==> src/design/sys_ctrl_pkg.sv <==
// constants, register map and state codes of the system clock, reset and power control
package sys_ctrl_pkg;

	// ----------------------------------------------------------------
	// clock and timing
	// ----------------------------------------------------------------
	localparam int CORE_CLK_MHZ    = 125;
	localparam int PLL_SETTLE_US   = 100;
	// settling is a longest time, so the count rounds down
	localparam int PLL_LOCK_CYCLES = (PLL_SETTLE_US * CORE_CLK_MHZ * 1000) / 1000;
	localparam int WAKE_CYCLES     = 256;
	localparam int MULT_MIN        = 1;
	localparam int MULT_MAX        = 32;

	// ----------------------------------------------------------------
	// sizes
	// ----------------------------------------------------------------
	localparam int ADDR_W      = 8;
	localparam int NUM_PERIPH  = 16;
	localparam int NUM_EXT_PIN = 9;
	localparam int NUM_EXT_CH  = 4;

	// ----------------------------------------------------------------
	// register offsets (byte addresses)
	// ----------------------------------------------------------------
	localparam logic [ADDR_W-1:0] OFS_PLL_CTRL     = 8'h00;
	localparam logic [ADDR_W-1:0] OFS_PLL_CFG      = 8'h04;
	localparam logic [ADDR_W-1:0] OFS_PLL_STAT     = 8'h08;
	localparam logic [ADDR_W-1:0] OFS_POWER_CTRL   = 8'h0C;
	localparam logic [ADDR_W-1:0] OFS_PERIPH_POWER = 8'h10;
	localparam logic [ADDR_W-1:0] OFS_PBUS_DIV     = 8'h14;
	localparam logic [ADDR_W-1:0] OFS_MEM_MAP      = 8'h18;
	localparam logic [ADDR_W-1:0] OFS_EXT_FLAG     = 8'h1C;
	localparam logic [ADDR_W-1:0] OFS_EXT_WAKE     = 8'h20;
	localparam logic [ADDR_W-1:0] OFS_EXT_MODE     = 8'h24;
	localparam logic [ADDR_W-1:0] OFS_EXT_POLAR    = 8'h28;
	localparam logic [ADDR_W-1:0] OFS_EXT_PIN_SEL  = 8'h2C;
	localparam logic [ADDR_W-1:0] OFS_RESET_SRC    = 8'h30;
	localparam logic [ADDR_W-1:0] OFS_WAKE_STAT    = 8'h34;

	// ----------------------------------------------------------------
	// field positions
	// ----------------------------------------------------------------
	localparam int CTRL_ENABLE_BIT  = 0;
	localparam int CTRL_CONNECT_BIT = 1;
	localparam int CFG_MSEL_LSB     = 0;
	localparam int CFG_PSEL_LSB     = 5;
	localparam int STAT_ENABLE_BIT  = 8;
	localparam int STAT_CONNECT_BIT = 9;
	localparam int STAT_LOCK_BIT    = 10;
	localparam int POWER_IDLE_BIT   = 0;
	localparam int POWER_PDOWN_BIT  = 1;
	localparam int RSRC_PIN_BIT     = 0;
	localparam int RSRC_WDT_BIT     = 1;

	// ----------------------------------------------------------------
	// field codes and reset values
	// ----------------------------------------------------------------
	localparam logic [1:0] PBUS_QUARTER = 2'h0;
	localparam logic [1:0] PBUS_FULL    = 2'h1;
	localparam logic [1:0] PBUS_HALF    = 2'h2;
	localparam logic [1:0] PBUS_DIV_RST = PBUS_QUARTER;
	localparam logic [4:0] MSEL_RST     = 5'h00;
	localparam logic [1:0] PSEL_RST     = 2'h0;
	localparam logic       MAP_RST      = 1'b0;

	typedef enum logic [2:0] {
		WU_RESET = 3'b000,
		WU_OSC   = 3'b001,
		WU_COUNT = 3'b010,
		WU_FLASH = 3'b011,
		WU_RUN   = 3'b100,
		WU_IDLE  = 3'b101,
		WU_PDOWN = 3'b110
	} wake_state_t;

endpackage : sys_ctrl_pkg

==> src/design/system_clock_reset_power_control.sv <==
// system clock, reset sequencing and power mode control with apb registers
//
// What this block does
// - pll multiplier accepts every integer setting from 1 to 32.
// - post divider offers only divide by 2, 4, 8 or 16.
// - after chip reset the pll is off and bypassed.
// - the pll reports lock within its 100 us settling time.
// - core clock is the oscillator unless pll runs and is connected.
// - chip reset comes from the reset pin or the watchdog.
// - internal reset holds until pin, oscillator, count and flash are done.
// - on release registers hold reset values and fetch starts at zero.
// - every power-down exit runs the wake-up timer before execution.
// - nine external pins merge into four requests, each may wake.
// - a map control picks flash or ram for the vectors at zero.
// - idle stops the processor until reset or interrupt, peripherals run.
// - power-down stops the oscillator and all clocks, state retained.
// - power-down ends only on reset or a clockless interrupt.
// - each peripheral can be powered off on its own.
// - peripheral clock runs at full, half or quarter core rate.
// - after reset the peripheral divider is at one quarter.
// - a running pll stays active during idle.
//
// Implementation choices: the placing of the registers and the APB register port.
`timescale 1ns/1ps
module system_clock_reset_power_control #(
	parameter int NUM_PERIPH  = sys_ctrl_pkg::NUM_PERIPH,
	parameter int NUM_EXT_PIN = sys_ctrl_pkg::NUM_EXT_PIN,
	parameter int NUM_EXT_CH  = sys_ctrl_pkg::NUM_EXT_CH,
	parameter int LOCK_CYCLES = sys_ctrl_pkg::PLL_LOCK_CYCLES,
	parameter int WAKE_CYCLES = sys_ctrl_pkg::WAKE_CYCLES
) (
	// clock and control
	input  wire logic                     core_clk,
	input  wire logic                     rst,
	input  wire logic                     clkEn,
	// apb slave
	input  wire logic                     psel,
	input  wire logic                     penable,
	input  wire logic                     pwrite,
	input  wire logic [7:0]               paddr,
	input  wire logic [31:0]              pwdata,
	output logic      [31:0]              prdata,
	output logic                          pready,
	output logic                          pslverr,
	// pins
	input  wire logic                     rstPinN,
	input  wire logic                     oscStable,
	input  wire logic [NUM_EXT_PIN-1:0]   extIntPin,
	// on-chip sources
	input  wire logic                     wdtReset,
	input  wire logic                     flashInitDone,
	input  wire logic                     irqPending,
	// clock and pll controls
	output logic                          oscEnable,
	output logic                          pllPowerOn,
	output logic [5:0]                    pllMult,
	output logic [4:0]                    pllDiv,
	output logic                          pllConnected,
	output logic                          coreClkEn,
	output logic                          periphClkEn,
	// reset and power
	output logic                          sysRst,
	output logic                          flashInitStart,
	output logic [NUM_PERIPH-1:0]         periphPowerEn,
	output logic                          vectorMapRam,
	output logic [NUM_EXT_CH-1:0]         extIntReq
);

	localparam int LW = $clog2(LOCK_CYCLES + 1);
	localparam int WW = $clog2(WAKE_CYCLES);

	// ----------------------------------------------------------------
	// pin synchronisers
	// ----------------------------------------------------------------
	logic                   rstPinLvlN;
	logic                   oscOk;
	logic [NUM_EXT_PIN-1:0] pinLvl;

	pin_sync #(
		.WIDTH (NUM_EXT_PIN + 2),
		.INIT  ({{NUM_EXT_PIN{1'b0}}, 2'b01})
	) u_sync (
		.core_clk (core_clk),
		.rst      (rst),
		.clkEn    (clkEn),
		.din      ({extIntPin, oscStable, rstPinN}),
		.dout     ({pinLvl, oscOk, rstPinLvlN})
	);

	// ----------------------------------------------------------------
	// state declarations
	// ----------------------------------------------------------------
	sys_ctrl_pkg::wake_state_t state;
	sys_ctrl_pkg::wake_state_t next_state;
	logic [WW-1:0]         wakeCnt;
	logic [WW-1:0]         next_wakeCnt;
	logic                  fromPdown;
	logic                  next_fromPdown;
	logic                  pllEnable;
	logic                  next_pllEnable;
	logic                  pllConnect;
	logic                  next_pllConnect;
	logic [4:0]            msel;
	logic [4:0]            next_msel;
	logic [1:0]            psel2;
	logic [1:0]            next_psel2;
	logic                  idleReq;
	logic                  next_idleReq;
	logic                  pdownReq;
	logic                  next_pdownReq;
	logic [NUM_PERIPH-1:0] periphPower;
	logic [NUM_PERIPH-1:0] next_periphPower;
	logic [1:0]            pbusDiv;
	logic [1:0]            next_pbusDiv;
	logic                  mapRam;
	logic                  next_mapRam;
	logic [NUM_EXT_CH-1:0] wakeEn;
	logic [NUM_EXT_CH-1:0] next_wakeEn;
	logic [NUM_EXT_CH-1:0] extMode;
	logic [NUM_EXT_CH-1:0] next_extMode;
	logic [NUM_EXT_CH-1:0] extPolar;
	logic [NUM_EXT_CH-1:0] next_extPolar;
	logic [NUM_EXT_PIN-1:0] pinSel;
	logic [NUM_EXT_PIN-1:0] next_pinSel;
	logic [NUM_EXT_CH-1:0] extFlag;
	logic [NUM_EXT_CH-1:0] next_extFlag;
	logic [NUM_EXT_CH-1:0] lvlPrev;
	logic [1:0]            rstSrc;
	logic [1:0]            next_rstSrc;
	logic [LW-1:0]         lockCnt;
	logic [LW-1:0]         next_lockCnt;
	logic [1:0]            pclkCnt;
	logic                  ack;
	logic                  next_ack;
	logic [31:0]           next_prdata;
	logic                  mapped;
	logic                  wr;
	logic                  pllLocked;
	logic                  resetReq;
	logic                  pclkTick;
	logic [NUM_EXT_PIN-1:0] pinAct;
	logic [NUM_EXT_CH-1:0] chanLvl;

	// ----------------------------------------------------------------
	// wake-up timer and power modes
	// ----------------------------------------------------------------
	// two reset sources
	assign resetReq = wdtReset | ~rstPinLvlN;

	always_comb
	begin
		next_state     = state;
		next_wakeCnt   = wakeCnt;
		next_fromPdown = fromPdown;
		if (resetReq)
		begin
			next_state     = sys_ctrl_pkg::WU_RESET;
			next_wakeCnt   = '0;
			next_fromPdown = 1'b0;
		end
		else
		begin
			unique case (state)
				sys_ctrl_pkg::WU_RESET:
					next_state = sys_ctrl_pkg::WU_OSC;
				sys_ctrl_pkg::WU_OSC:
					if (oscOk)
					begin
						next_state   = sys_ctrl_pkg::WU_COUNT;
						next_wakeCnt = '0;
					end
				sys_ctrl_pkg::WU_COUNT:
					if (wakeCnt == WW'(WAKE_CYCLES - 1))
					begin
						next_state     = fromPdown ? sys_ctrl_pkg::WU_RUN
						                           : sys_ctrl_pkg::WU_FLASH;
						next_fromPdown = 1'b0;
					end
					else
						next_wakeCnt = wakeCnt + 1'b1;
				sys_ctrl_pkg::WU_FLASH:
					if (flashInitDone)
						next_state = sys_ctrl_pkg::WU_RUN;
				sys_ctrl_pkg::WU_RUN:
					if (pdownReq)
						next_state = sys_ctrl_pkg::WU_PDOWN;
					else if (idleReq)
						next_state = sys_ctrl_pkg::WU_IDLE;
				sys_ctrl_pkg::WU_IDLE:
					if (irqPending || (|extFlag))
						next_state = sys_ctrl_pkg::WU_RUN;
				sys_ctrl_pkg::WU_PDOWN:
					if (|(chanLvl & wakeEn))
					begin
						next_state     = sys_ctrl_pkg::WU_OSC;
						next_fromPdown = 1'b1;
					end
				default:
					next_state = sys_ctrl_pkg::WU_RESET;
			endcase
		end
	end

	always_ff @(posedge core_clk)
	begin
		if (rst)
		begin
			state     <= sys_ctrl_pkg::WU_RESET;
			wakeCnt   <= '0;
			fromPdown <= 1'b0;
		end
		else if (clkEn)
		begin
			state     <= next_state;
			wakeCnt   <= next_wakeCnt;
			fromPdown <= next_fromPdown;
		end
	end

	// internal reset held through the sequence
	assign sysRst = (state == sys_ctrl_pkg::WU_RESET) || (state == sys_ctrl_pkg::WU_FLASH)
	             || (!fromPdown && ((state == sys_ctrl_pkg::WU_OSC)
	                             || (state == sys_ctrl_pkg::WU_COUNT)));
	assign flashInitStart = (state == sys_ctrl_pkg::WU_FLASH);
	assign coreClkEn = (state == sys_ctrl_pkg::WU_RUN);
	assign oscEnable = (state != sys_ctrl_pkg::WU_PDOWN);

	// ----------------------------------------------------------------
	// register file
	// ----------------------------------------------------------------
	assign wr = pready & pwrite;

	always_comb
	begin
		next_pllEnable   = pllEnable;
		next_pllConnect  = pllConnect;
		next_msel        = msel;
		next_psel2       = psel2;
		next_idleReq     = idleReq;
		next_pdownReq    = pdownReq;
		next_periphPower = periphPower;
		next_pbusDiv     = pbusDiv;
		next_mapRam      = mapRam;
		next_wakeEn      = wakeEn;
		next_extMode     = extMode;
		next_extPolar    = extPolar;
		next_pinSel      = pinSel;
		if (wr)
		begin
			case (paddr)
				sys_ctrl_pkg::OFS_PLL_CTRL:
				begin
					next_pllEnable  = pwdata[sys_ctrl_pkg::CTRL_ENABLE_BIT];
					next_pllConnect = pwdata[sys_ctrl_pkg::CTRL_CONNECT_BIT];
				end
				sys_ctrl_pkg::OFS_PLL_CFG:
				begin
					next_msel  = pwdata[sys_ctrl_pkg::CFG_MSEL_LSB +: 5];
					next_psel2 = pwdata[sys_ctrl_pkg::CFG_PSEL_LSB +: 2];
				end
				sys_ctrl_pkg::OFS_POWER_CTRL:
				begin
					next_idleReq  = pwdata[sys_ctrl_pkg::POWER_IDLE_BIT];
					next_pdownReq = pwdata[sys_ctrl_pkg::POWER_PDOWN_BIT];
				end
				sys_ctrl_pkg::OFS_PERIPH_POWER: next_periphPower = pwdata[NUM_PERIPH-1:0];
				sys_ctrl_pkg::OFS_PBUS_DIV:     next_pbusDiv     = pwdata[1:0];
				sys_ctrl_pkg::OFS_MEM_MAP:      next_mapRam      = pwdata[0];
				sys_ctrl_pkg::OFS_EXT_WAKE:     next_wakeEn      = pwdata[NUM_EXT_CH-1:0];
				sys_ctrl_pkg::OFS_EXT_MODE:     next_extMode     = pwdata[NUM_EXT_CH-1:0];
				sys_ctrl_pkg::OFS_EXT_POLAR:    next_extPolar    = pwdata[NUM_EXT_CH-1:0];
				sys_ctrl_pkg::OFS_EXT_PIN_SEL:  next_pinSel      = pwdata[NUM_EXT_PIN-1:0];
				default: ;
			endcase
		end
		// mode bits drop once the chip is back in run
		if (state != sys_ctrl_pkg::WU_RUN && next_state == sys_ctrl_pkg::WU_RUN)
		begin
			next_idleReq  = 1'b0;
			next_pdownReq = 1'b0;
		end
	end

	always_ff @(posedge core_clk)
	begin
		// pll off and bypassed after any reset
		if (rst || (clkEn && sysRst))
		begin
			pllEnable   <= 1'b0;
			pllConnect  <= 1'b0;
			msel        <= sys_ctrl_pkg::MSEL_RST;
			psel2       <= sys_ctrl_pkg::PSEL_RST;
			idleReq     <= 1'b0;
			pdownReq    <= 1'b0;
			periphPower <= '1;
			pbusDiv     <= sys_ctrl_pkg::PBUS_DIV_RST;
			mapRam      <= sys_ctrl_pkg::MAP_RST;
			wakeEn      <= '0;
			extMode     <= '0;
			extPolar    <= '1;
			pinSel      <= '0;
		end
		else if (clkEn)
		begin
			pllEnable   <= next_pllEnable;
			pllConnect  <= next_pllConnect;
			msel        <= next_msel;
			psel2       <= next_psel2;
			idleReq     <= next_idleReq;
			pdownReq    <= next_pdownReq;
			periphPower <= next_periphPower;
			pbusDiv     <= next_pbusDiv;
			mapRam      <= next_mapRam;
			wakeEn      <= next_wakeEn;
			extMode     <= next_extMode;
			extPolar    <= next_extPolar;
			pinSel      <= next_pinSel;
		end
	end

	assign periphPowerEn = periphPower;
	assign vectorMapRam  = mapRam;
	assign pllMult       = {1'b0, msel} + 6'h01;
	// only 2, 4, 8, 16 can be formed
	assign pllDiv        = 5'h02 << psel2;

	// ----------------------------------------------------------------
	// pll lock and peripheral divider
	// ----------------------------------------------------------------
	// idle leaves the pll powered
	assign pllPowerOn = pllEnable && !sysRst && (state != sys_ctrl_pkg::WU_PDOWN);
	// lock declared at the settling count
	assign pllLocked  = (lockCnt == LW'(LOCK_CYCLES));
	// bypass unless running, locked and connected
	assign pllConnected = pllPowerOn & pllConnect & pllLocked;

	always_comb
	begin
		next_lockCnt = lockCnt;
		// a new setting restarts the settling wait
		if (!pllPowerOn || (wr && paddr == sys_ctrl_pkg::OFS_PLL_CFG))
			next_lockCnt = '0;
		else if (!pllLocked)
			next_lockCnt = lockCnt + 1'b1;
		// full, half or quarter rate ticks
		unique case (pbusDiv)
			sys_ctrl_pkg::PBUS_FULL: pclkTick = 1'b1;
			sys_ctrl_pkg::PBUS_HALF: pclkTick = pclkCnt[0];
			default:                 pclkTick = (pclkCnt == 2'h3);
		endcase
	end

	always_ff @(posedge core_clk)
	begin
		if (rst)
		begin
			lockCnt <= '0;
			pclkCnt <= 2'h0;
		end
		else if (clkEn)
		begin
			lockCnt <= next_lockCnt;
			pclkCnt <= pclkCnt + 2'h1;
		end
	end

	// peripherals keep their clock in idle
	assign periphClkEn = pclkTick && ((state == sys_ctrl_pkg::WU_RUN)
	                               || (state == sys_ctrl_pkg::WU_IDLE));

	// ----------------------------------------------------------------
	// external interrupts and reset source flags
	// ----------------------------------------------------------------
	genvar gp;
	generate
		for (gp = 0; gp < NUM_EXT_PIN; gp++)
		begin : gen_pin
			// pin i feeds channel i mod channels
			assign pinAct[gp] = pinSel[gp] & ~(pinLvl[gp] ^ extPolar[gp % NUM_EXT_CH]);
		end
	endgenerate

	always_comb
	begin
		chanLvl = '0;
		for (int i = 0; i < NUM_EXT_PIN; i++)
			chanLvl[i % NUM_EXT_CH] = chanLvl[i % NUM_EXT_CH] | pinAct[i];
		// edge or level flag, set beats clear
		next_extFlag = extFlag;
		for (int c = 0; c < NUM_EXT_CH; c++)
		begin
			if (wr && paddr == sys_ctrl_pkg::OFS_EXT_FLAG && pwdata[c])
				next_extFlag[c] = 1'b0;
			if (extMode[c] ? (chanLvl[c] & ~lvlPrev[c]) : chanLvl[c])
				next_extFlag[c] = 1'b1;
		end
		next_rstSrc = rstSrc;
		if (wr && paddr == sys_ctrl_pkg::OFS_RESET_SRC)
			next_rstSrc = rstSrc & ~pwdata[1:0];
		if (!rstPinLvlN)
			next_rstSrc[sys_ctrl_pkg::RSRC_PIN_BIT] = 1'b1;
		if (wdtReset)
			next_rstSrc[sys_ctrl_pkg::RSRC_WDT_BIT] = 1'b1;
	end

	always_ff @(posedge core_clk)
	begin
		if (rst)
		begin
			extFlag <= '0;
			lvlPrev <= '0;
			rstSrc  <= 2'h0;
		end
		else if (clkEn)
		begin
			extFlag <= sysRst ? '0 : next_extFlag;
			lvlPrev <= chanLvl;
			rstSrc  <= next_rstSrc;
		end
	end

	assign extIntReq = extFlag;

	// ----------------------------------------------------------------
	// apb slave, one wait state, registered read data
	// ----------------------------------------------------------------
	always_comb
	begin
		next_ack    = psel & penable & ~ack;
		next_prdata = '0;
		mapped      = 1'b1;
		case (paddr)
			sys_ctrl_pkg::OFS_PLL_CTRL:
			begin
				next_prdata[sys_ctrl_pkg::CTRL_ENABLE_BIT]  = pllEnable;
				next_prdata[sys_ctrl_pkg::CTRL_CONNECT_BIT] = pllConnect;
			end
			sys_ctrl_pkg::OFS_PLL_CFG, sys_ctrl_pkg::OFS_PLL_STAT:
			begin
				next_prdata[sys_ctrl_pkg::CFG_MSEL_LSB +: 5] = msel;
				next_prdata[sys_ctrl_pkg::CFG_PSEL_LSB +: 2] = psel2;
				if (paddr == sys_ctrl_pkg::OFS_PLL_STAT)
				begin
					next_prdata[sys_ctrl_pkg::STAT_ENABLE_BIT]  = pllPowerOn;
					next_prdata[sys_ctrl_pkg::STAT_CONNECT_BIT] = pllConnected;
					next_prdata[sys_ctrl_pkg::STAT_LOCK_BIT]    = pllLocked;
				end
			end
			sys_ctrl_pkg::OFS_POWER_CTRL:   next_prdata[1:0] = {pdownReq, idleReq};
			sys_ctrl_pkg::OFS_PERIPH_POWER: next_prdata[NUM_PERIPH-1:0] = periphPower;
			sys_ctrl_pkg::OFS_PBUS_DIV:     next_prdata[1:0] = pbusDiv;
			sys_ctrl_pkg::OFS_MEM_MAP:      next_prdata[0] = mapRam;
			sys_ctrl_pkg::OFS_EXT_FLAG:     next_prdata[NUM_EXT_CH-1:0] = extFlag;
			sys_ctrl_pkg::OFS_EXT_WAKE:     next_prdata[NUM_EXT_CH-1:0] = wakeEn;
			sys_ctrl_pkg::OFS_EXT_MODE:     next_prdata[NUM_EXT_CH-1:0] = extMode;
			sys_ctrl_pkg::OFS_EXT_POLAR:    next_prdata[NUM_EXT_CH-1:0] = extPolar;
			sys_ctrl_pkg::OFS_EXT_PIN_SEL:  next_prdata[NUM_EXT_PIN-1:0] = pinSel;
			sys_ctrl_pkg::OFS_RESET_SRC:    next_prdata[1:0] = rstSrc;
			sys_ctrl_pkg::OFS_WAKE_STAT:    next_prdata[2:0] = state;
			default:                        mapped = 1'b0;
		endcase
	end

	always_ff @(posedge core_clk)
	begin
		if (rst)
		begin
			ack    <= 1'b0;
			prdata <= 32'h0000_0000;
		end
		else if (clkEn)
		begin
			ack <= next_ack;
			if (next_ack)
				prdata <= next_prdata;
		end
	end

	// pready gated by clkEn so a write never completes on a frozen edge
	assign pready  = psel & penable & ack & clkEn;
	assign pslverr = pready & ~mapped;

endmodule : system_clock_reset_power_control

==> src/design/pin_sync.sv <==
// three-stage synchroniser whose output moves only when stages two and three agree
`timescale 1ns/1ps
module pin_sync #(
	parameter int               WIDTH = 1,
	parameter logic [WIDTH-1:0] INIT  = '0
) (
	// clock and control
	input  wire logic             core_clk,
	input  wire logic             rst,
	input  wire logic             clkEn,
	// pins in, clean levels out
	input  wire logic [WIDTH-1:0] din,
	output logic      [WIDTH-1:0] dout
);

	genvar g;
	generate
		for (g = 0; g < WIDTH; g++)
		begin : gen_bit
			logic s1;
			logic s2;
			logic s3;
			logic q;
			logic next_q;

			// a lone stray sample cannot move the output
			always_comb
			begin
				next_q = (s2 == s3) ? s3 : q;
			end

			always_ff @(posedge core_clk)
			begin
				if (rst)
				begin
					s1 <= INIT[g];
					s2 <= INIT[g];
					s3 <= INIT[g];
					q  <= INIT[g];
				end
				else if (clkEn)
				begin
					s1 <= din[g];
					s2 <= s1;
					s3 <= s2;
					q  <= next_q;
				end
			end

			assign dout[g] = q;
		end
	endgenerate

endmodule : pin_sync

==> config.mk <==
export PLATFORM = sky130hd
export DESIGN_NAME = system_clock_reset_power_control
export DESIGN_NICKNAME = d
export VERILOG_FILES = /design/src/design/sys_ctrl_pkg.sv /design/src/design/system_clock_reset_power_control.sv /design/src/design/pin_sync.sv
export SDC_FILE = /design/constraint.sdc
export NUM_CORES = 1
export LEC_CHECK = 0
export BUFFER_PORTS_ARGS = -buffer_cell sky130_fd_sc_hd__buf_2
export CORE_MARGIN = 4
export CORE_UTILIZATION = 50
export DETAILED_ROUTE_END_ITERATION = 6
export PLACE_DENSITY = 0.73
export REMOVE_ABC_BUFFERS = 1
export SYNTH_ARGS = -nofsm -noshare
export SYNTH_HDL_FRONTEND = slang
export SYNTH_SLANG_ARGS = --single-unit
==> constraint.sdc <==
create_clock -name core_clk -period 4.2 [get_ports core_clk]
set_clock_uncertainty 0.2 [all_clocks]
set_input_delay 0.42 -clock core_clk [delete_from_list [all_inputs] [get_ports core_clk]]
set_output_delay 0.42 -clock core_clk [all_outputs]
set_load 0.05 [all_outputs]
# Yosys cells after proc, flatten, opt, wreduce, memory -nomap -nowiden
# Index checks and enable logic that the tools add are counted.
[totals]
regBits = 150
input_bits = 60
output_inout_bits = 73
wordCells = 298
[op_classes]
addsub = 4
eq_ne = 44
n_shift = 1
muxes = 54
bitwise = 55
reduce_logical = 69
[ops]
columns = ["operator", "count"]
rows = [
  ["$eq A8 B6 Y1 const B", 6],
  ["$reduce_and A2 Y1", 19],
  ["$eq A8 B5 Y1 const B", 4],
  ["$mux W3", 10],
  ["$reduce_and A3 Y1", 10],
  ["$mux W14", 2],
  ["$mux W1", 24],
  ["$mux W8", 3],
  ["$and A1 B1 Y1", 21],
  ["$pmux W3 S7", 1],
  ["$reduce_bool A3 Y1", 6],
  ["$eq A8 B4 Y1 const B", 2],
  ["$not A1 Y1", 16],
  ["$pmux W8 S2", 1],
  ["$ne A3 B3 Y1 const B", 5],
  ["$add A14 B1 Y14 const B", 1],
  ["$eq A14 B14 Y1 const B", 1],
  ["$reduce_or A14 Y1", 1],
  ["$logic_and A1 B1 Y1", 13],
  ["$pmux W1 S13", 1],
  ["$eq A3 B3 Y1 const B", 4],
  ["$pmux W1 S12", 1],
  ["$eq A1 B1 Y1", 11],
  ["$pmux W3 S3", 1],
  ["other kinds (34)", 63],
]

# Logic depth before layout (Yosys ltp)
# Gate-level depths: netlist of the first run.
[depth]
depth_word = 14
ltp_mapped = 9
mapped_depth_nobuf = 7

# Hierarchy
# A second synthesis of the first run with hierarchy kept.
[hier_totals]
cells_unflattened = 864
hier_area_um2 = 7268.2
[by_module_without_submodules]
columns = ["mod", "instances", "cells_per_inst", "area_per_inst_um2", "seq_area_each_um2"]
rows = [
  ["system_clock_reset_power_control", 1, 686, 5510.3, 2122.0],
  ["pin_sync", 1, 178, 1757.9, 880.8],
]

# Worst setup path before layout of the first run
# No wires, ideal clock.
[synth_timing]
path_type = "in2out"
from = "input paddr[2]"
to = "output pslverr"
arrival_ns = 2.813
t_required_ns = 3.580
path_slack_ns = 0.767
cell_stages = 5
path_buffers = 2
cell_sequence = "buf_1 > xor2_1 > nor2b_1 > clkbuf_1 > nor4b_1"
[synth_via]
elab_chain_cells = 5
word_cells_on_any_way = 18
cone_classes = "eq/ne (13); mux (1); bitwise (2); reduce/logical (2)"
[synth_lines]
columns = ["item", "line", "rtl"]
rows = [
  ["from (decl)", "system_clock_reset_power_control.sv:40", "input wire logic [7:0] paddr,"],
  ["$eq A8 B3 Y1 (tied with other cells)", "system_clock_reset_power_control.sv:432", "case (paddr)"],
  ["$reduce_or A14 Y1 (no line) (*)", "-", ""],
  ["$mux W1 (*)", "system_clock_reset_power_control.sv:432", ""],
  ["$not A1 Y1 (*)", "system_clock_reset_power_control.sv:481", "assign pslverr = pready & ~mapped;"],
  ["$and A1 B1 Y1 (*)", "system_clock_reset_power_control.sv:481", ""],
  ["to (decl)", "system_clock_reset_power_control.sv:44", "output logic pslverr,"],
]
# Every way passes the cells marked *; elsewhere a longest branch is shown, timed or not.

# Worst setup path in the final report of the first run
[layout_timing]
from = "register state[1]"
to = "output pllConnected"
[layout_via]
elab_chain_cells = 9
word_cells_on_any_way = 14
cone_classes = "eq/ne (4); bitwise (2); reduce/logical (8)"
[layout_lines]
columns = ["item", "line", "rtl"]
rows = [
  ["from (decl)", "system_clock_reset_power_control.sv:93", "sys_ctrl_pkg::wake_state_t state;"],
  ["from (signal assigned)", "system_clock_reset_power_control.sv:208", "state <= sys_ctrl_pkg::WU_RESET;"],
  ["from (signal assigned)", "system_clock_reset_power_control.sv:214", "state <= next_state;"],
  ["$eq A3 B1 Y1 / $eq A3 B2 Y1 (equally long branches)", "system_clock_reset_power_control.sv:222, system_clock_reset_power_control.sv:223", ""],
  ["$logic_or A1 B1 Y1", "system_clock_reset_power_control.sv:223", "|| (state == sys_ctrl_pkg::WU_COUNT)));"],
  ["$logic_and A1 B1 Y1", "system_clock_reset_power_control.sv:222", "|| (!fromPdown && ((state == sys_ctrl_pkg::WU_OSC)"],
  ["$logic_or A1 B1 Y1", "system_clock_reset_power_control.sv:222", ""],
  ["$logic_not A1 Y1", "system_clock_reset_power_control.sv:331", "assign pllPowerOn = pllEnable && !sysRst && (state != sys_ctrl_pkg::WU_PDOWN);"],
  ["$logic_and A1 B1 Y1", "system_clock_reset_power_control.sv:331", ""],
  ["$logic_and A1 B1 Y1 (*)", "system_clock_reset_power_control.sv:331", ""],
  ["$and A1 B1 Y1 (*) (2 in series)", "system_clock_reset_power_control.sv:335", "assign pllConnected = pllPowerOn & pllConnect & pllLocked;"],
  ["to (decl)", "system_clock_reset_power_control.sv:58", "output logic pllConnected,"],
]
# Marks and branches as above.

==> results of run 1 <==
metal layers:
layer	vias to the layer above	global-route usage, %
met3	50	5.89
li1	3232	-
met1	3132	31.3
met2	211	38.9
met5	-	0
met4	2	10.5
power breakdown:
group          internal (uW)  switching [uW]  total, uW
Clock                    896             621       1520
Sequential              1450            16.9       1460
Combinational           70.8             167        237
worst reg2reg max path, delay by kind of cell, from the launching register on:
kind / cells / cell delay (ns)
flops: 1 / 0.67
simple gates: 3 / 1.01
buf+inv: 1 / 0.19
xor+xnor: 1 / 0.14
compound gates: 1 / 0.17
cell type report:
class / count / area (um^2)
fillers: 1237 / 5600
diodes: 1 / 2.50
inverters: 16 / 60.1
flip-flops and latches: 150 / 3000
well taps: 180 / 225
clock inverters: 13 / 146
repair buffers: 121 / 681
clock buffers: 19 / 443
multi-input cells: 652 / 3880
through the flow:
| stage | cells | power (uW) |
|---|---|---|
| floorplan | 818 | 1620 |
| global placement | 1112 | 1720 |
| detailed placement | 1112 | 1720 |
| CTS | 1151 | 3230 |
| global route | 1151 | 3330 |
| finish | 1152 | 3220 |
kinds of logic (layout without fill, tap and decap cells):
logic type | after synthesis | count (layout)
compound gates | 176 | 176
xor+xnor | 22 | 22
fa+ha+maj | 7 | 7
buf+inv | 89 | 169
flops | 150 | 150
mux | 54 | 54
other cells | 1 | 18
simple gates | 376 | 376
registers in the layout, summed over array words and instances, names as in the netlist, 2 cells and up:
register	count
u_sync.gen_bit.s1	11
rstSrc	2
prdata	16
u_sync.gen_bit.q	11
msel	5
u_sync.gen_bit.s2	11
psel2	2
lvlPrev	4
wakeCnt	8
u_sync.gen_bit.s3	11
extIntReq	4
pinSel	9
lockCnt	14
wakeEn	4
pclkCnt	2
pbusDiv	2
extPolar	4
periphPowerEn	16
extMode	4
state	3
path summary, 6_finish.rpt:
kind / from / endpoint / slack, ns / depth (start not counted)
setup / recovery: state[1] / pllConnected / 1.33 / 4
hold / removal: pwdata[7] / periphPowerEn[7] / 0.009 / 3
setup reg to reg: state[0] / wakeEn[3] / 1.66 / 6
hold reg to reg: prdata[13] / prdata[13] / 0.25 / 2
cell usage in the layout, fill, tap and decap left out, types with 7 or more instances in the layout:
cell type,n
nor3_1,8
and2_1,8
ha_1,7
o21ai_0,25
nor2_1,100
conb_1,17
a21oi_1,65
nand2_1,128
xor2_1,9
a21o_1,12
nand2b_1,9
xnor2_1,13
mux2i_1,49
dlygate4sd3_1,7
a311oi_1,7
nand4_1,13
dfxtp_1,150
clkbuf_16,17
inv_1,16
nand3_1,55
buf_4,16
a22oi_1,10
buf_2,98
a22o_1,9
timing repair:
action	4_1_cts	5_1_grt
setup buffers	0	0
hold endpoints to repair	7	0
endpoints found under the setup margin	0	0
gates resized for setup	0	0
hold buffers	7	0
==> qor.yml, run 1 <==
synth-compound-area-share_pct: 15.8
wl_um: 19800
path_buf_inv: 1
ys.flop_type: "dfxtp_1"
crit_path_start_kind: "register"
synth_top_area_share_pct: 41.4
fin_util_pct: 60.1
cts_tree: "built"
cp_cell_sequence: "nand4bb_1, o211a_1, nor4_1, buf_2"
area.growth.synth_to_final_pct: 16.3
drt-initial-drc-count: 585
synth_xor_area_share_pct: 2.65
viasPerCell: 5.75
netlist_area_um2: 7260
yosys.area_share.simple_pct: 25.2
fin_nets: 1025
path_class: "reg -> out"
muxShareOfSynthArea_pct: 7.69
yosysUniqueCellTypes: 69
clock_path_buffers: 2
ys_seq_elements: 150
cp-end-kind: "primary output"
synth_warnings: 0
io_buffers: 99
finalWorstSetupSlack_ns: 1.33
top_layer: "met5"
cap_violations: 0
grt_pass1_vias: 6287
vias: 6627
crit_family: "flip-flops"
fmax_mhz: 348
clk_latency_ns: 0.44
avgSynthCellArea_um2: 8.30
setup_viol: 0
grt_overflow: 0
hold_violations: 0
cpPeakStageDelay_ns: 0.67
synthAdderAreaFrac_pct: 1.21
die_y_um: 128
initial_utilization_pct: 51.7
route.detailed.drc: 0
pin_count: 133
worstPathRequired_ns: 3.58
wl_met3_um: 1340
grt.total_usage_pct: 24.3
placed_cell_area_um2: 7780
seq_area_frac_synth_pct: 41.4
grt_max_degree: 56
max-slew-margin-rel_pct: 26.8
dieArea_um2: 16500
power_density_nw_per_um2: 381
post-dp-hpwl_um: 13500
rsz0062_at_grt: "no"
cts_sinks: 150
htreeDepth: 4
holdWs_ns: 0.00908
synth_cells: 875
core_area_um2: 14000
path_clk_slew_ns: 0.06
ys_top_cells_by_area: "dfxtp_1, mux2i_1, nand2_1"
final.setup.tns_ns: 0
synth_edf_count: 0
wirelength_met1_um: 8620
die_w_um: 128
status: "complete, no violations"
total_leakage_power_uw: 0.00348
worst_pin_slew_ns: 1.09
critPathSlowestCell: "dfxtp_1"
async_flop_share_pct: 0
min_path_type: "in -> reg"
yosys.area.top_type: "dfxtp_1"
drive_gt1_share_pct: 16.7
fin_crit_sh_pct: 68.4
ys_top_cells_by_count: "dfxtp_1, nand2_1, nor2_1"
cp.arrival_ns: 2.25
place.gp.congestion: 0.871
wire_per_inst_um: 17.2
grt_pass1_wl_um: 32000
path_max_fanout: 18
drv_slew: 0
grt_antenna_before_repair: 2
synth.most_common_cell: "dfxtp_1"
drtPass1Iterations: 4
numCtsBuffers: 17
synth_top_family_by_area: "simple AND/OR/NAND/NOR gates"
period_needed_ns: 2.87
final_area_um2: 8440
rows: 43
met2_length_um: 9220
dp_slack_ns: 1.31
ir_worst_vdd_uv: 333
ant_nets: 0
cts-root-buf: "clkbuf_16"
Power figures use the tool's default switching activity.
==> run 2: changes to the inputs <==
==> constraint.sdc (replaced) <==
create_clock -name core_clk -period 2.65 [get_ports core_clk]
set_clock_uncertainty 0.2 [all_clocks]
set_input_delay 0.265 -clock core_clk [delete_from_list [all_inputs] [get_ports core_clk]]
set_output_delay 0.265 -clock core_clk [all_outputs]
set_load 0.05 [all_outputs]
==> qor.yml, run 2 (synthesized netlist as in run 1, its figures left out) <==
fin_crit_sh_pct: 93.5
r2r_cells: 5
hold_violations: 0
grt.total_usage_pct: 24.1
dieArea_um2: 16500
reg2reg_to: "lockCnt[0]"
fill_cells: 1209
r2r_start: "state[2]"
path_max_fanout: 13
setup_viol: 0
viasPerCell: 5.71
grt_max_degree: 51
period_needed_ns: 2.48
cp-end-kind: "primary output"
die_w_um: 128
holdPathEnd: "state[2]"
ir_worst_vdd_uv: 549
layout.cells.non_filler: 1192
worst_pin_slew_ns: 0.642
cts_tree: "built"
hold_depth: 5
total_leakage_power_uw: 0.00367
grt_pass1_vias: 6371
fmax_mhz: 404
rsz0062_at_grt: "no"
drt-initial-drc-count: 493
drive_gt1_share_pct: 18.2
worstPathRequired_ns: 2.18
numCtsBuffers: 17
crit_path_start_kind: "register"
cap_violations: 0
grt_antenna_before_repair: 2
pin_count: 133
hp-start: "flashInitDone"
final_cell_mix: "dfxtp_1, nand2_1, nor2_1"
rows: 43
path_class: "reg -> out"
ant_nets: 0
final_common_cell: "dfxtp_1"
power_density_nw_per_um2: 580
wire_per_inst_um: 16.5
htreeDepth: 4
path_clk_slew_ns: 0.06
wl_um: 19700
grt_overflow: 0
reg2reg_slack_ns: 0.39
cts_sinks: 150
max-slew-margin-rel_pct: 57.2
place.gp.congestion: 0.917
clk_latency_ns: 0.42
core_area_um2: 14000
area.growth.synth_to_final_pct: 21.4
clock_path_buffers: 2
die_y_um: 128
cts-root-buf: "clkbuf_16"
route.detailed.drc: 0
fin_nets: 1066
post-dp-hpwl_um: 13900
cp.arrival_ns: 2.01
drv_slew: 0
min_path_type: "in -> reg"
grt_pass1_wl_um: 32100
dp_cells: 1131
io_buffers: 99
status: "complete, no violations"
initial_utilization_pct: 51.7
holdWs_ns: 0.0285
diodes: 0
drtPass1Iterations: 5
vias: 6804
## run 2: worst max-delay path by stage
stage | cells past startpoint | to | start | slack, ns
2_1_floorplan | 5 | prdata[9] | state[0] | -0.54
3_3_place_gp | 7 | extIntReq[1] | paddr[5] | 0.28
3_5_place_dp | 7 | extIntReq[2] | paddr[5] | 0.31
4_1_cts | 4 | pllConnected | lockCnt[5] | 0.06
5_1_grt | 4 | pllConnected | lockCnt[2] | 0.05
6_report | 4 | pllConnected | state[2] | 0.17
## run 2: cell type report
cell class / count / area, um^2 / share of cell area, %
Clock buffer: 19 / 443 / 5.03
Clock inverter: 13 / 149 / 1.69
Inverter: 16 / 60.1 / 0.682
Multi-Input combinational cell: 652 / 3890 / 44.2
Sequential cell: 150 / 3000 / 34.1
Tap cell: 180 / 225 / 2.56
Timing Repair Buffer: 162 / 1040 / 11.8
## run 2: stage by stage
stage	utilization, %	setup WS [ns]	power (uW)	setup TNS [ns]	cell area (um^2)
after floorplan	-	-0.544	2570	-8.53	6950
after global placement	56.4	0.284	2740	0	7930
after detailed placement	56.4	0.308	2740	0	7930
after CTS	62.6	0.0621	5150	0	8790
after global routing	62.7	0.0546	5290	0	8810
final	62.7	0.172	5110	0	8810
## run 2: metal layers
layer	wire length (um)	track usage, %
met2	9450	38.8
met4	365	8.36
met5	21	0
met1	8540	32.0
met3	1350	5.23
## run 2: timing repair
| action | 4_1_cts | 5_1_grt |
|---|---|---|
| hold buffers | 27 | 0 |
| endpoints found under the setup margin | 1 | 1 |
| gates cloned | 0 | 0 |
| endpoints found under the hold margin | 39 | 0 |
| pin swaps | 0 | 1 |
| setup buffers | 0 | 2 |
| resized for setup | 1 | 0 |
## run 2: critical path, stage by stage (launching register included)
cell	delay, ns
dfxtp_1	0.44
nand4bb_1	0.28
o211a_1	0.24
nor4_2	0.31
buf_2	0.33
## run 2: power by group
group | internal [uW] | switching (uW)
logic | 140 | 270
clock network | 1420 | 964
registers | 2290 | 24.7
total | 3850 | 1260
==> run 3: changes to the inputs <==
--- a/config.mk
+++ b/config.mk
@@ -5,12 +5,14 @@
 export SDC_FILE = /design/constraint.sdc
 export NUM_CORES = 1
 export LEC_CHECK = 0
-export BUFFER_PORTS_ARGS = -buffer_cell sky130_fd_sc_hd__buf_2
+export BUFFER_PORTS_ARGS = -buffer_cell sky130_fd_sc_hd__clkbuf_2
 export CORE_MARGIN = 4
 export CORE_UTILIZATION = 50
 export DETAILED_ROUTE_END_ITERATION = 6
+export HOLD_SLACK_MARGIN = 0.05
 export PLACE_DENSITY = 0.73
 export REMOVE_ABC_BUFFERS = 1
 export SYNTH_ARGS = -nofsm -noshare
 export SYNTH_HDL_FRONTEND = slang
+export SYNTH_HIERARCHICAL = 1
 export SYNTH_SLANG_ARGS = --single-unit
==> qor.yml, run 3 <==
rows: 43
drive_gt1_share_pct: 18.0
ant_nets: 0
cts_tree: "built"
reg2reg_to: "lockCnt[8]"
synthAdderAreaFrac_pct: 1.21
wl_um: 19200
viasPerCell: 5.54
die_w_um: 129
clk_latency_ns: 0.42
io_buffers: 99
wire_per_inst_um: 16.4
final_cell_mix: "dfxtp_1, nand2_1, nor2_1"
yosys.area.top_type: "dfxtp_1"
ys.flop_type: "dfxtp_1"
total_leakage_power_uw: 0.00369
period_needed_ns: 2.53
synth.most_common_cell: "dfxtp_1"
path_class: "reg -> out"
r2r_start: "lockCnt[9]"
hp-start: "rst"
cts-root-buf: "clkbuf_16"
synth_top_area_share_pct: 41.3
drtPass1Iterations: 5
diodes: 0
initial_utilization_pct: 51.8
dieArea_um2: 16500
total_power_uw: 5390
crit_path_start_kind: "register"
rsz0062_at_grt: "no"
worst_pin_slew_ns: 0.768
seq_area_frac_synth_pct: 41.3
grt_pass1_vias: 6135
cp-end-kind: "primary output"
grt_antenna_before_repair: 0
setup_viol: 0
cap_violations: 0
core_area_um2: 14000
fmax_mhz: 396
ir_worst_vdd_uv: 498
hold_depth: 2
numCtsBuffers: 17
grt_overflow: 0
place.gp.congestion: 0.906
synth_edf_count: 0
holdPathEnd: "lvlPrev[3]"
worstPathRequired_ns: 2.18
hold_violations: 0
max-slew-margin-rel_pct: 48.6
status: "complete, no violations"
yosysUniqueCellTypes: 68
grt_max_degree: 83
async_flop_share_pct: 0
min_path_type: "in -> reg"
holdWs_ns: 0.0705
drt-initial-drc-count: 567
synth_xor_area_share_pct: 3.49
post-dp-hpwl_um: 13100
htreeDepth: 4
vias: 6463
ys_seq_elements: 150
path_clk_slew_ns: 0.06
synth_cells: 864
route.detailed.drc: 0
fin_crit_sh_pct: 95.3
drv_slew: 0
path_max_fanout: 9
area.growth.synth_to_final_pct: 20.6
synth_warnings: 6
fin_nets: 1042
power_density_nw_per_um2: 614
die_y_um: 129
avgSynthCellArea_um2: 8.41
synth_top_family_by_area: "simple AND/OR/NAND/NOR gates"
ys_top_cells_by_count: "dfxtp_1, nand2_1, nor2_1"
r2r_cells: 5
cts_sinks: 150
cp.arrival_ns: 2.06
grt.total_usage_pct: 23.4
final_common_cell: "dfxtp_1"
yosys.area_share.simple_pct: 23.1
synth-compound-area-share_pct: 15.1
muxShareOfSynthArea_pct: 8.02
clock_path_buffers: 2
ys_top_cells_by_area: "dfxtp_1, mux2i_1, nand2_1"
reg2reg_slack_ns: 0.23
pin_count: 133
netlist_area_um2: 7270
grt_pass1_wl_um: 31200
## run 3: cell types whose count changed after synthesis, sizes merged, moves of 4 or more
cell | previous run | this run
inv | 16 | 21
mux2i | 49 | 56
xor2 | 9 | 17
a21oi | 65 | 58
buf | 34 | 48
a41oi | 4 | 0
nand2 | 128 | 113
or4 | 5 | 1
a22o | 9 | 4
clkbuf | 39 | 31
nor2b | 5 | 9
o21ai | 25 | 34
nor2 | 100 | 104
## run 3: kinds of logic (layout without fill, tap and decap cells)
logic type,after synthesis,count (layout)
and+or+nand+nor,352,352
AOI/OAI and AO/OA,167,167
DFF,150,150
buffers and inverters,100,207
muxes,58,58
xor gates and xnor gates,29,29
adders and majority gates,7,7
other,1,17
## run 3: repair_timing
item | in CTS | in global routing
setup endpoints to repair | 1 | 3
endpoints found under the hold margin | 37 | 0
resized for setup | 3 | 2
setup buffers | 0 | 1
pin swaps | 0 | 0
hold buffers | 26 | 0
## run 3: final cells by class
type                       count  area, um^2
inverter                      21        78.8
clock buffer                  20         457
fill                        1211        5280
multi-input combinational    630        3780
clock inverter                11         195
timing repair buffer         155        1020
sequential                   150        3000
tap                          180         225
## run 3: routing by layer
| layer | global-route usage [%] | up-vias | wire [um] |
|---|---|---|---|
| li1 | - | 3190 | - |
| met1 | 30.7 | 3041 | 8550 |
| met2 | 39.1 | 205 | 9080 |
| met3 | 4.90 | 27 | 1260 |
| met4 | 6.79 | 0 | 274 |
| met5 | 0 | - | 0 |
## run 3: through the flow
stage	area, um^2	setup slack (ns)	utilization [%]	TNS (ns)	cells
after floorplan	6840	-0.526	-	-2.05	801
after global placement	7820	0.223	55.7	0	1109
after detailed placement	7820	0.193	55.7	0	1109
after CTS	8750	0.0145	62.3	0	1166
after global routing	8770	0.0634	62.4	0	1167
final	8770	0.124	62.4	0	1167
## run 3: worst max path at each step
stage	depth (start not counted)	startpoint	endpoint	slack (ns)
finish	6	state[0]	pllConnected	0.12
global route	6	lockCnt[9]	lockCnt[2]	0.06
CTS	6	state[0]	pllConnected	0.01
detailed placement	8	wakeCnt[0]	idleReq	0.19
global placement	6	state[1]	wakeCnt[6]	0.22
floorplan	6	state[0]	prdata[9]	-0.53
## run 3: worst max-delay path: stages, from the launching register on
cell	delay, ns
dfxtp_1	0.39
buf_4	0.21
nand3b_1	0.20
nand2_1	0.16
nor2_1	0.15
and4_1	0.27
clkbuf_4	0.26
## run 3: power breakdown
part / leakage, uW / internal, uW / switching, uW
clock: 0.000321 / 1720 / 945
combinational: 0.00216 / 141 / 261
sequential: 0.00122 / 2290 / 25.3
